## config.mk

```make
export PLATFORM = sky130hd
export DESIGN_NAME = tcw_wave_a
export DESIGN_NICKNAME = d
export VERILOG_FILES = /design/src/core/tcw_pkg.sv /design/src/core/tcw_match.sv /design/src/core/tcw_wave_a.sv
export SDC_FILE = /design/constraint.sdc
export NUM_CORES = 1
export LEC_CHECK = 0
export ABC_AREA = 0
export ABC_CLOCK_PERIOD_IN_PS = 1900
export BUFFER_PORTS_ARGS = -buffer_cell sky130_fd_sc_hd__clkbuf_2
export CAP_MARGIN = 20
export CORE_UTILIZATION = 41
export DETAILED_ROUTE_END_ITERATION = 7
export PLACE_DENSITY = 0.8
export SYNTH_ARGS = -nofsm -noshare
export SYNTH_HDL_FRONTEND = slang
export SYNTH_SLANG_ARGS = --single-unit
export TNS_END_PERCENT = 30
```

## constraint.sdc

```tcl
create_clock -name mclk -period 1.9 [get_ports mclk]
set_input_delay 0.285 -clock mclk [delete_from_list [all_inputs] [get_ports mclk]]
set_output_delay 0.285 -clock mclk [all_outputs]
set_load 0.02 [all_outputs]
```

## src/core/tcw_pkg.sv

```systemverilog
// Package: register map, field positions and modes for the channel-A waveform block
package tcw_pkg;
  // Register byte addresses on the AHB-Lite slave
  localparam logic [7:0] ADDR_CTRL_A = 8'h00;
  localparam logic [7:0] ADDR_CTRL_B = 8'h04;
  localparam logic [7:0] ADDR_COMPARE = 8'h08;
  localparam logic [7:0] ADDR_STATUS = 8'h0C;
  // Control register A fields
  localparam int COM_A_HI = 7;
  localparam int COM_A_LO = 6;
  localparam int COM_B_HI = 5;
  localparam int COM_B_LO = 4;
  localparam int WGM_HI = 1;
  localparam int WGM_LO = 0;
  localparam logic [7:0] CTRL_A_WMASK = 8'hF3;
  localparam logic [7:0] CTRL_A_RESET = 8'h00;
  // Control register B fields (own register): waveform_mode_high, port direction
  localparam int WGM_HIGH_BIT = 0;
  localparam int DIR_BIT = 1;
  localparam logic [1:0] CTRL_B_RESET = 2'h0;
  localparam logic [7:0] COMPARE_RESET = 8'h00;
  // waveform_mode_low encodings
  localparam logic [1:0] WGM_NORMAL = 2'h0;
  localparam logic [1:0] WGM_PHASE = 2'h1;
  localparam logic [1:0] WGM_CTC = 2'h2;
  localparam logic [1:0] WGM_FAST = 2'h3;
  localparam logic [1:0] HRESP_OKAY = 2'h0;
  typedef enum logic [1:0] {TCW_NON_PWM, TCW_FAST_PWM, TCW_PHASE_PWM} tcw_wave_class_t;
endpackage

```

## src/core/tcw_match.sv

```systemverilog
// Compare-match and TOP event detector for one channel
`timescale 1ns/1ps
`default_nettype none
module tcw_match #(
  parameter int WIDTH = 8
) (
  input wire logic [WIDTH-1:0] count,
  input wire logic [WIDTH-1:0] compare,
  input wire logic [WIDTH-1:0] top,
  output logic match,
  output logic at_top
);
  assign match = (count == compare);
  assign at_top = (count == top);
endmodule
`default_nettype wire

```

## src/core/tcw_wave_a.sv

```systemverilog
// Channel-A compare-output waveform logic with AHB-Lite register slave
//
// Implementation choices: register access over AHB-Lite and the register addresses.
`timescale 1ns/1ps
`default_nettype none
// Summary of operation
// - Control A holds A mode at 7:6, B mode 5:4, waveform low 1:0; 3:2 read-only.
// - A nonzero A mode makes the pin follow the waveform, not the port, except PWM mode 1 with waveform high bit 0.
// - Pin driver enabled only when the port direction bit is also set.
// - Non-PWM: 0 disconnect, 1 toggle, 2 clear, 3 set on match.
// - PWM with mode 1: disconnected if waveform high bit 0, else toggle on match.
// - Fast PWM: 2 clears on match, sets at TOP; 3 the reverse.
// - Phase PWM mode 2: clear on up-count match, set on down-count match.
// - Phase PWM mode 3: set on up-count match, clear on down-count match.
// - PWM with compare equal TOP and upper mode bit: ignore match, act at TOP.
// - Mode field meaning depends on selected waveform-generation mode.
module tcw_wave_a #(
  parameter int WIDTH = 8
) (
  input wire logic mclk,
  input wire logic nrst,
  input wire logic clk_en,
  // AHB-Lite slave
  input wire logic hsel,
  input wire logic [7:0] haddr,
  input wire logic [1:0] htrans,
  input wire logic hwrite,
  input wire logic [2:0] hsize,
  input wire logic [31:0] hwdata,
  input wire logic hready,
  output logic [31:0] hrdata,
  output logic hreadyout,
  output logic [1:0] hresp,
  // Counter core side
  input wire logic [WIDTH-1:0] count,
  input wire logic count_down,
  input wire logic [WIDTH-1:0] count_top,
  input wire logic port_out,
  // Pin
  output logic pin_out,
  output logic pin_oe
);
  // ****************************************
  // Register slave
  // ****************************************
  logic [7:0] ctrl_a_q;
  logic [1:0] ctrl_b_q;
  logic [WIDTH-1:0] compare_q;
  logic wr_pend_q;
  logic [7:0] wr_addr_q;
  logic [31:0] rdata_q;
  logic wave_q;
  logic addr_ok;

  assign addr_ok = hsel && hready && htrans[1] && clk_en;
  assign hreadyout = 1'b1;
  assign hresp = tcw_pkg::HRESP_OKAY;
  assign hrdata = rdata_q;

  always_ff @(posedge mclk or negedge nrst) begin
    if (!nrst) begin
      wr_pend_q <= 1'b0;
      wr_addr_q <= 8'h00;
    end else if (clk_en) begin
      wr_pend_q <= addr_ok && hwrite;
      if (addr_ok) begin
        wr_addr_q <= haddr;
      end
    end else begin
      wr_pend_q <= 1'b0;
    end
  end

  // Read data captured in the address phase so it stands through the data phase
  always_ff @(posedge mclk or negedge nrst) begin
    if (!nrst) begin
      rdata_q <= 32'h0000_0000;
    end else if (addr_ok && !hwrite) begin
      if (haddr == tcw_pkg::ADDR_CTRL_A) begin
        rdata_q <= {24'h00_0000, ctrl_a_q};
      end else if (haddr == tcw_pkg::ADDR_CTRL_B) begin
        rdata_q <= {30'h0000_0000, ctrl_b_q};
      end else if (haddr == tcw_pkg::ADDR_COMPARE) begin
        rdata_q <= {{(32 - WIDTH){1'b0}}, compare_q};
      end else if (haddr == tcw_pkg::ADDR_STATUS) begin
        rdata_q <= {30'h0000_0000, pin_oe, wave_q};
      end else begin
        rdata_q <= 32'h0000_0000;
      end
    end
  end

  always_ff @(posedge mclk or negedge nrst) begin
    if (!nrst) begin
      ctrl_a_q <= tcw_pkg::CTRL_A_RESET;
      ctrl_b_q <= tcw_pkg::CTRL_B_RESET;
      compare_q <= WIDTH'(tcw_pkg::COMPARE_RESET);
    end else if (clk_en && wr_pend_q) begin
      if (wr_addr_q == tcw_pkg::ADDR_CTRL_A) begin
        // Bits 3:2 are read-only and stay zero
        ctrl_a_q <= hwdata[7:0] & tcw_pkg::CTRL_A_WMASK;
      end else if (wr_addr_q == tcw_pkg::ADDR_CTRL_B) begin
        ctrl_b_q <= hwdata[1:0];
      end else if (wr_addr_q == tcw_pkg::ADDR_COMPARE) begin
        compare_q <= hwdata[WIDTH-1:0];
      end
    end
  end

  // ****************************************
  // Mode decode
  // ****************************************
  logic [1:0] chan_a_output_mode;
  logic [1:0] waveform_mode_low;
  logic waveform_mode_high;
  logic port_dir;
  tcw_pkg::tcw_wave_class_t wave_class;

  assign chan_a_output_mode = ctrl_a_q[tcw_pkg::COM_A_HI:tcw_pkg::COM_A_LO];
  assign waveform_mode_low = ctrl_a_q[tcw_pkg::WGM_HI:tcw_pkg::WGM_LO];
  assign waveform_mode_high = ctrl_b_q[tcw_pkg::WGM_HIGH_BIT];
  assign port_dir = ctrl_b_q[tcw_pkg::DIR_BIT];

  always_comb begin
    case (waveform_mode_low)
      tcw_pkg::WGM_FAST: wave_class = tcw_pkg::TCW_FAST_PWM;
      tcw_pkg::WGM_PHASE: wave_class = tcw_pkg::TCW_PHASE_PWM;
      default: wave_class = tcw_pkg::TCW_NON_PWM;
    endcase
  end

  // ****************************************
  // Compare events
  // ****************************************
  logic match_raw;
  logic at_top;
  logic is_pwm;
  logic match_eff;
  logic connected;

  tcw_match #(.WIDTH(WIDTH)) tcw_match_i (
    .count(count),
    .compare(compare_q),
    .top(count_top),
    .match(match_raw),
    .at_top(at_top)
  );

  assign is_pwm = (wave_class != tcw_pkg::TCW_NON_PWM);
  // In PWM, compare equal to TOP with the upper mode bit set: TOP action alone decides
  assign match_eff = match_raw &&
                     !(is_pwm && chan_a_output_mode[1] && compare_q == count_top);
  // PWM mode 1 is only live when the high waveform bit is set
  assign connected = (chan_a_output_mode != 2'h0) &&
                     !(is_pwm && chan_a_output_mode == 2'h1 && !waveform_mode_high);

  // ****************************************
  // Waveform register
  // ****************************************
  logic wave_d;

  always_comb begin
    wave_d = wave_q;
    if (connected) begin
      if (chan_a_output_mode == 2'h1) begin
        if (match_eff) begin
          wave_d = !wave_q;
        end
      end else begin
        case (wave_class)
          tcw_pkg::TCW_NON_PWM: begin
            if (match_eff) begin
              wave_d = chan_a_output_mode[0];
            end
          end
          tcw_pkg::TCW_FAST_PWM: begin
            if (match_eff) begin
              wave_d = chan_a_output_mode[0];
            end else if (at_top) begin
              wave_d = !chan_a_output_mode[0];
            end
          end
          tcw_pkg::TCW_PHASE_PWM: begin
            if (match_eff) begin
              wave_d = chan_a_output_mode[0] ^ count_down;
            end else if (at_top && chan_a_output_mode[1] && compare_q == count_top) begin
              // Set or clear at TOP as a down-count match would
              wave_d = !chan_a_output_mode[0];
            end
          end
          default: wave_d = wave_q;
        endcase
      end
    end
  end

  always_ff @(posedge mclk or negedge nrst) begin
    if (!nrst) begin
      wave_q <= 1'b0;
    end else if (clk_en) begin
      wave_q <= wave_d;
    end
  end

  // ****************************************
  // Pin mux
  // ****************************************
  // Disconnected output, PWM mode 1 with the high bit clear included, hands the pin back
  assign pin_out = connected ? wave_q : port_out;
  assign pin_oe = port_dir;
endmodule
`default_nettype wire

```

**Word-level counts from Yosys, hierarchy flattened**

Cells that the tools add are included.
Widths: inputs -> output; s select.

- Flip-flop bits (word level): 58
- Output and inout port bits: 37

- Eq/ne operators: 17
- Mux-type cells: 15
- Bitwise logic cells: 3
- Reductions and logical operators: 31

Operators with widths:

| operator | count |
|---|---|
| $eq 8x4->1 const B | 3 |
| $eq 8x8->1 | 3 |
| $mux 8 | 3 |
| $eq 8x3->1 const B | 2 |
| $logic_not 8->1 | 2 |
| $logic_and 1x1->1 | 14 |
| $mux 1 | 9 |
| $reduce_and 7->1 | 1 |
| $eq 2x1->1 const B | 3 |
| $logic_not 1->1 | 6 |
| $ne 3x3->1 const B | 2 |
| $eq 2x2->1 const B | 2 |
| $ne 2x2->1 const B | 2 |
| $pmux 2 s2 | 1 |
| $reduce_and 2->1 | 2 |
| $reduce_and 4->1 | 1 |
| $reduce_bool 2->1 | 2 |
| $reduce_bool 4->1 | 1 |
| $pmux 1 s3 | 1 |
| $reduce_and 3->1 | 1 |
| $logic_not 2->1 | 1 |
| $mux 2 | 1 |
| $not 1->1 | 2 |
| $xor 1x1->1 | 1 |

**Logic depth before layout (Yosys ltp)**

- Word-level depth: 10
- Depth in mapped cells: 6
- Gate-level depth less buffers: 6

**By module**

A second synthesis with hierarchy kept.

- Cells, all modules: 182
- Area, all modules: 2035.7 um^2

Modules (own cells, without submodules):

| module | instances | cells each | area each (um^2) |
|---|---|---|---|
| tcw_wave_a | 1 | 160 | 1863.0 |
| tcw_match | 1 | 22 | 172.7 |

**Worst setup path after synthesis**

Ideal clock, no wire load.

- Path type: input to register
- Start point: in haddr[1]
- End point: reg rdata_q[7] (netlist: hrdata[7])
- Library setup time: 74 ps
- Arrival time: 1751 ps
- Required time: 1826 ps
- Path slack: 75 ps
- Stages on the path: 4
- Path buffers: 0
- Cells stage by stage: or4_2 or4_4 or2_4 o21ai_2

- Longest elaborated chain between the ends: 4
- Elaborated cells on any way between the ends: 6
- Those cells by class: eq/ne (2); mux (3); reduce/logical (1)

Ends and longest elaborated chain:

| item | line | source |
|---|---|---|
| start, declared | tcw_wave_a.sv:25 | `input wire logic [7:0] haddr,` |
| $eq 8x4->1 | tcw_wave_a.sv:83 | `end else if (haddr == tcw_pkg::ADDR_COMPARE) begin` |
| $mux 8 | tcw_wave_a.sv:83 |  |
| $mux 8 | tcw_wave_a.sv:81 | `end else if (haddr == tcw_pkg::ADDR_CTRL_B) begin` |
| $mux 8 * | tcw_wave_a.sv:79 | `if (haddr == tcw_pkg::ADDR_CTRL_A) begin` |
| end signal, assigned | tcw_wave_a.sv:80 | `rdata_q <= {24'h00_0000, ctrl_a_q};` |
| end signal, assigned | tcw_wave_a.sv:82 | `rdata_q <= {30'h0000_0000, ctrl_b_q};` |
| end signal, assigned | tcw_wave_a.sv:84 | `rdata_q <= {{(32 - WIDTH){1'b0}}, compare_q};` |
| end, declared | tcw_wave_a.sv:51 | `logic [31:0] rdata_q;` |

Every way passes the cells marked *; elsewhere a longest branch is shown, timed or not.
A chain may end at the register's enable or synchronous reset.

**Final worst setup path**

- Start point: reg compare_q[7]
- End point: reg wave_q

- Longest elaborated chain between the ends: 7
- Elaborated cells on any way between the ends: 15
- Those cells by class: eq/ne (6); mux (4); reduce/logical (5)

Ends and longest elaborated chain:

| item | line | source |
|---|---|---|
| start, declared | tcw_wave_a.sv:48 | `logic [WIDTH-1:0] compare_q;` |
| start signal, assigned | tcw_wave_a.sv:97 | `compare_q <= WIDTH'(tcw_pkg::COMPARE_RESET);` |
| start signal, assigned | tcw_wave_a.sv:105 | `compare_q <= hwdata[WIDTH-1:0];` |
| $eq 8x8->1 | tcw_wave_a.sv:152, tcw_wave_a.sv:186 |  |
| $logic_and 1x1->1 | tcw_wave_a.sv:152 | `!(is_pwm && chan_a_output_mode[1] && compare_q == count_top);` |
| $logic_not 1->1 | tcw_wave_a.sv:152 |  |
| $logic_and 1x1->1 | tcw_wave_a.sv:151 | `assign match_eff = match_raw &&` |
| $mux 1, on equally long branches | tcw_wave_a.sv:184, tcw_wave_a.sv:177 |  |
| $pmux 1 s3 | tcw_wave_a.sv:170 | `case (wave_class)` |
| $mux 1 | tcw_wave_a.sv:165 | `if (chan_a_output_mode == 2'h1) begin` |
| end signal, assigned | tcw_wave_a.sv:201 | `wave_q <= wave_d;` |
| end, declared | tcw_wave_a.sv:52 | `logic wave_q;` |

Parallel ways exist; a longest one is shown, timed or not.

==> results.json <==
{
  "outcome": "complete, no violations",
  "clk_pin_slew_ps": 70,
  "yosysUniqueCellTypes": 35,
  "cp_max_fo": 2,
  "end_kind": "register",
  "die_h_um": 72.5,
  "setup_viol": 0,
  "nets": 312,
  "grt_max_degree": 35,
  "tightest_slew_ps": 845,
  "fin_area_um2": 2430,
  "diodes": 0,
  "critPathSlowestCell": "dfrtp_1",
  "grt.total_usage_pct": 17.3,
  "dpl_cell_area_um2": 2310,
  "r2r_cells": 7,
  "place_inst": 303,
  "drcViolationCount": 0,
  "grt_pass1_wl_um": 6800,
  "wl_per_cell_um": 13.4,
  "path_cells": "xor2_1 -> nor4_2 -> buf_4 -> nand2_1 -> o31ai_2 -> o221ai_1 -> nor3_1",
  "vias_per_cell": 4.85,
  "grt_pass1_vias": 1471,
  "antenna_found_initial": 0,
  "core_um2": 4750,
  "layout-drive-gt1-share_pct": 45.1,
  "timing.hold.ws_ps": 92.8,
  "syn_area_um2": 2040,
  "vias": 1509,
  "fin_worst_skew_ps": 6.05,
  "timing.fmax_ghz": 0.554,
  "synthCells": 181,
  "crit-reg2reg-launch": "compare_q[7]",
  "instances_no_fill": 311,
  "worst_r2r_endpoint": "wave_q",
  "p_per_area_nw_per_um2": 663,
  "rows": 25,
  "ff2ff_setup_slack_ps": 90,
  "die_w_um": 72.5,
  "fill_cells": 447,
  "preCtsSetupSlack_ps": -94.0,
  "top_level_ports": 106,
  "setup_ws_ps": 94.0,
  "drt_iter0_drc": 71,
  "worstPathRequired_ps": 2100,
  "worstSkewPairLatency_ps": 280,
  "grt-ovfl-total": 0,
  "firstDrtPassIters": 4,
  "cts-root-buf": "clkbuf_8",
  "cts_sinks": 34,
  "drt-total-wl_um": 4180,
  "wl_met1_um": 1750,
  "rsz0062_at_grt": "true",
  "top_layer_used": "met4",
  "syn2layout_area_growth_pct": 19.2,
  "ant_nets": 0,
  "cts_buffers": 5,
  "path_buf_inv": 1,
  "synth_seq_cells": 34,
  "cts_setup_buffers": 0,
  "cts_tree": "built",
  "drv_slew": 0,
  "synth_warnings": 0,
  "hold_viol_final": 0,
  "ctsHoldBuffers": 0,
  "initial_core_util_pct": 42.9,
  "worstSetupStartpointType": "register",
  "relSlewSlack_pct": 43.7,
  "fin_crit_sh_pct": 95.1,
  "ir_drop_v": 0.000280,
  "routabilityCongestion": 0.835,
  "path_delay_family": "simple AND/OR/NAND/NOR gates",
  "met3_wirelength_um": 174,
  "syn_area_per_cell_um2": 11.3,
  "wl_met2_um": 2120,
  "cp.arrival_ps": 2010,
  "cap_violations": 0,
  "ctsLongestPathBuffers": 2,
  "finalCriticalPeriod_ps": 1810,
  "hp-class": "input port to asynchronous set/reset pin",
  "worstSetupPathType": "register to register",
  "dp_hpwl_um": 3230,
  "htreeDepth": 2,
  "p_total_mw": 1.61,
  "portBuffers": 50,
  "cpPeakStageDelay_ps": 390,
  "seq_area_frac_synth_pct": 41.7,
  "power_leakage_nw": 1.23,
  "die_area_um2": 5260
}
## layout make-up
| type | instances | area (um2) | area share (%) |
|---|---|---|---|
| clock inverters | 1 | 5.00 | 0.206 |
| well taps | 67 | 83.8 | 3.45 |
| multi-input cells | 140 | 1070 | 44.2 |
| flip-flops and latches | 34 | 851 | 35.0 |
| repair buffers | 59 | 318 | 13.1 |
| inverters | 3 | 11.3 | 0.463 |
| clock buffers | 7 | 86.3 | 3.55 |
## worst register-to-register path: cells and delay by family (launching register included)
family	cells	cell delay [ps]
compound gates	2	480
simple gates	3	520
flops	1	390
xor+xnor	1	170
buf+inv	1	160
## per-layer routing
| metal | vias to the layer above | GRT usage, % |
|---|---|---|
| met5 | - | 0 |
| met4 | 0 | 7.84 |
| met3 | 12 | 4.72 |
| met2 | 54 | 30.2 |
| met1 | 731 | 19.7 |
| li1 | 712 | - |
## report_power, final
group / internal [mW] / leakage [nW] / switching [mW]
sequential: 0.772 / 0.453 / 0.0345
clock: 0.292 / 0.0482 / 0.254
combinational: 0.111 / 0.729 / 0.148
## worst max path at each step
stage                       from        end  slack, ps  depth (start not counted)
floorplan               haddr[1]  hrdata[7]         80                          4
global placement        haddr[1]  hrdata[5]        -70                          5
detailed placement      haddr[1]  hrdata[7]        -90                          5
CTS                 compare_q[5]     wave_q         20                          6
global route        compare_q[7]     wave_q        -30                          7
finish              compare_q[7]     wave_q         90                          7
## placed cells by master (no fill, tap or decap), types with 4 or more instances in the layout
master,count
clkbuf_2,50
dfrtp_1,34
conb_1,27
mux2_2,24
xor2_1,16
nand2_1,10
buf_4,9
xnor2_1,8
clkbuf_8,6
nor2_1,5
mux2i_1,5
o21ai_2,4
nand3_1,4
## kinds of logic (layout without fill, tap and decap cells)
family | Yosys count | count (layout) | share of synthesized area (%)
AOI/OAI and AO/OA | 17 | 17 | 6.57
xor gates and xnor gates | 24 | 24 | 10.3
buffers and inverters | 32 | 70 | 11.7
DFF | 34 | 34 | 41.7
muxes | 30 | 30 | 16.8
other | 2 | 27 | 0.368
and+or+nand+nor | 42 | 42 | 12.5
## per-stage QoR
step                TNS [ps]  utilization (%)
finish                     0             51.1
global route           -29.3             51.1
CTS                        0             50.4
detailed placement      -385             48.5
global placement        -317             48.5
floorplan                  0                -
## flip-flops by register name (all words and copies together) (netlist names)
register	count
compare_q	8
ctrl_a_q	6
ctrl_b_q	2
hrdata	8
wave_q	1
wr_addr_q	8
wr_pend_q	1
## synth_stat cells (all sizes together)
master | n | area share (%)
a21oi | 2 | 0.49
a32o | 2 | 1.1
buf | 28 | 10
clkbuf | 1 | 0.68
conb | 2 | 0.37
dfrtp | 34 | 42
inv | 3 | 0.55
mux2 | 24 | 13
mux2i | 5 | 2.5
mux4 | 1 | 1.1
nand2 | 10 | 1.8
nand2b | 2 | 0.98
nand3 | 4 | 0.98
nand4 | 3 | 1.7
nand4b | 2 | 0.86
nor2 | 5 | 0.92
nor2b | 1 | 0.31
nor3 | 5 | 1.2
nor4 | 5 | 1.5
o21ai | 7 | 2.5
o221ai | 2 | 0.86
o22a | 1 | 0.43
o31a | 2 | 0.86
o31ai | 1 | 0.37
or2 | 2 | 0.74
or3b | 1 | 0.43
or4 | 2 | 0.98
xnor2 | 8 | 3.4
xor2 | 16 | 6.9
## repair_timing
item                                   4_1_cts  5_1_grt
resized for setup                            0        6
endpoints found under the hold margin        0        0
setup endpoints to repair                    0        1
No activity file was read; power rests on OpenSTA's default activity.
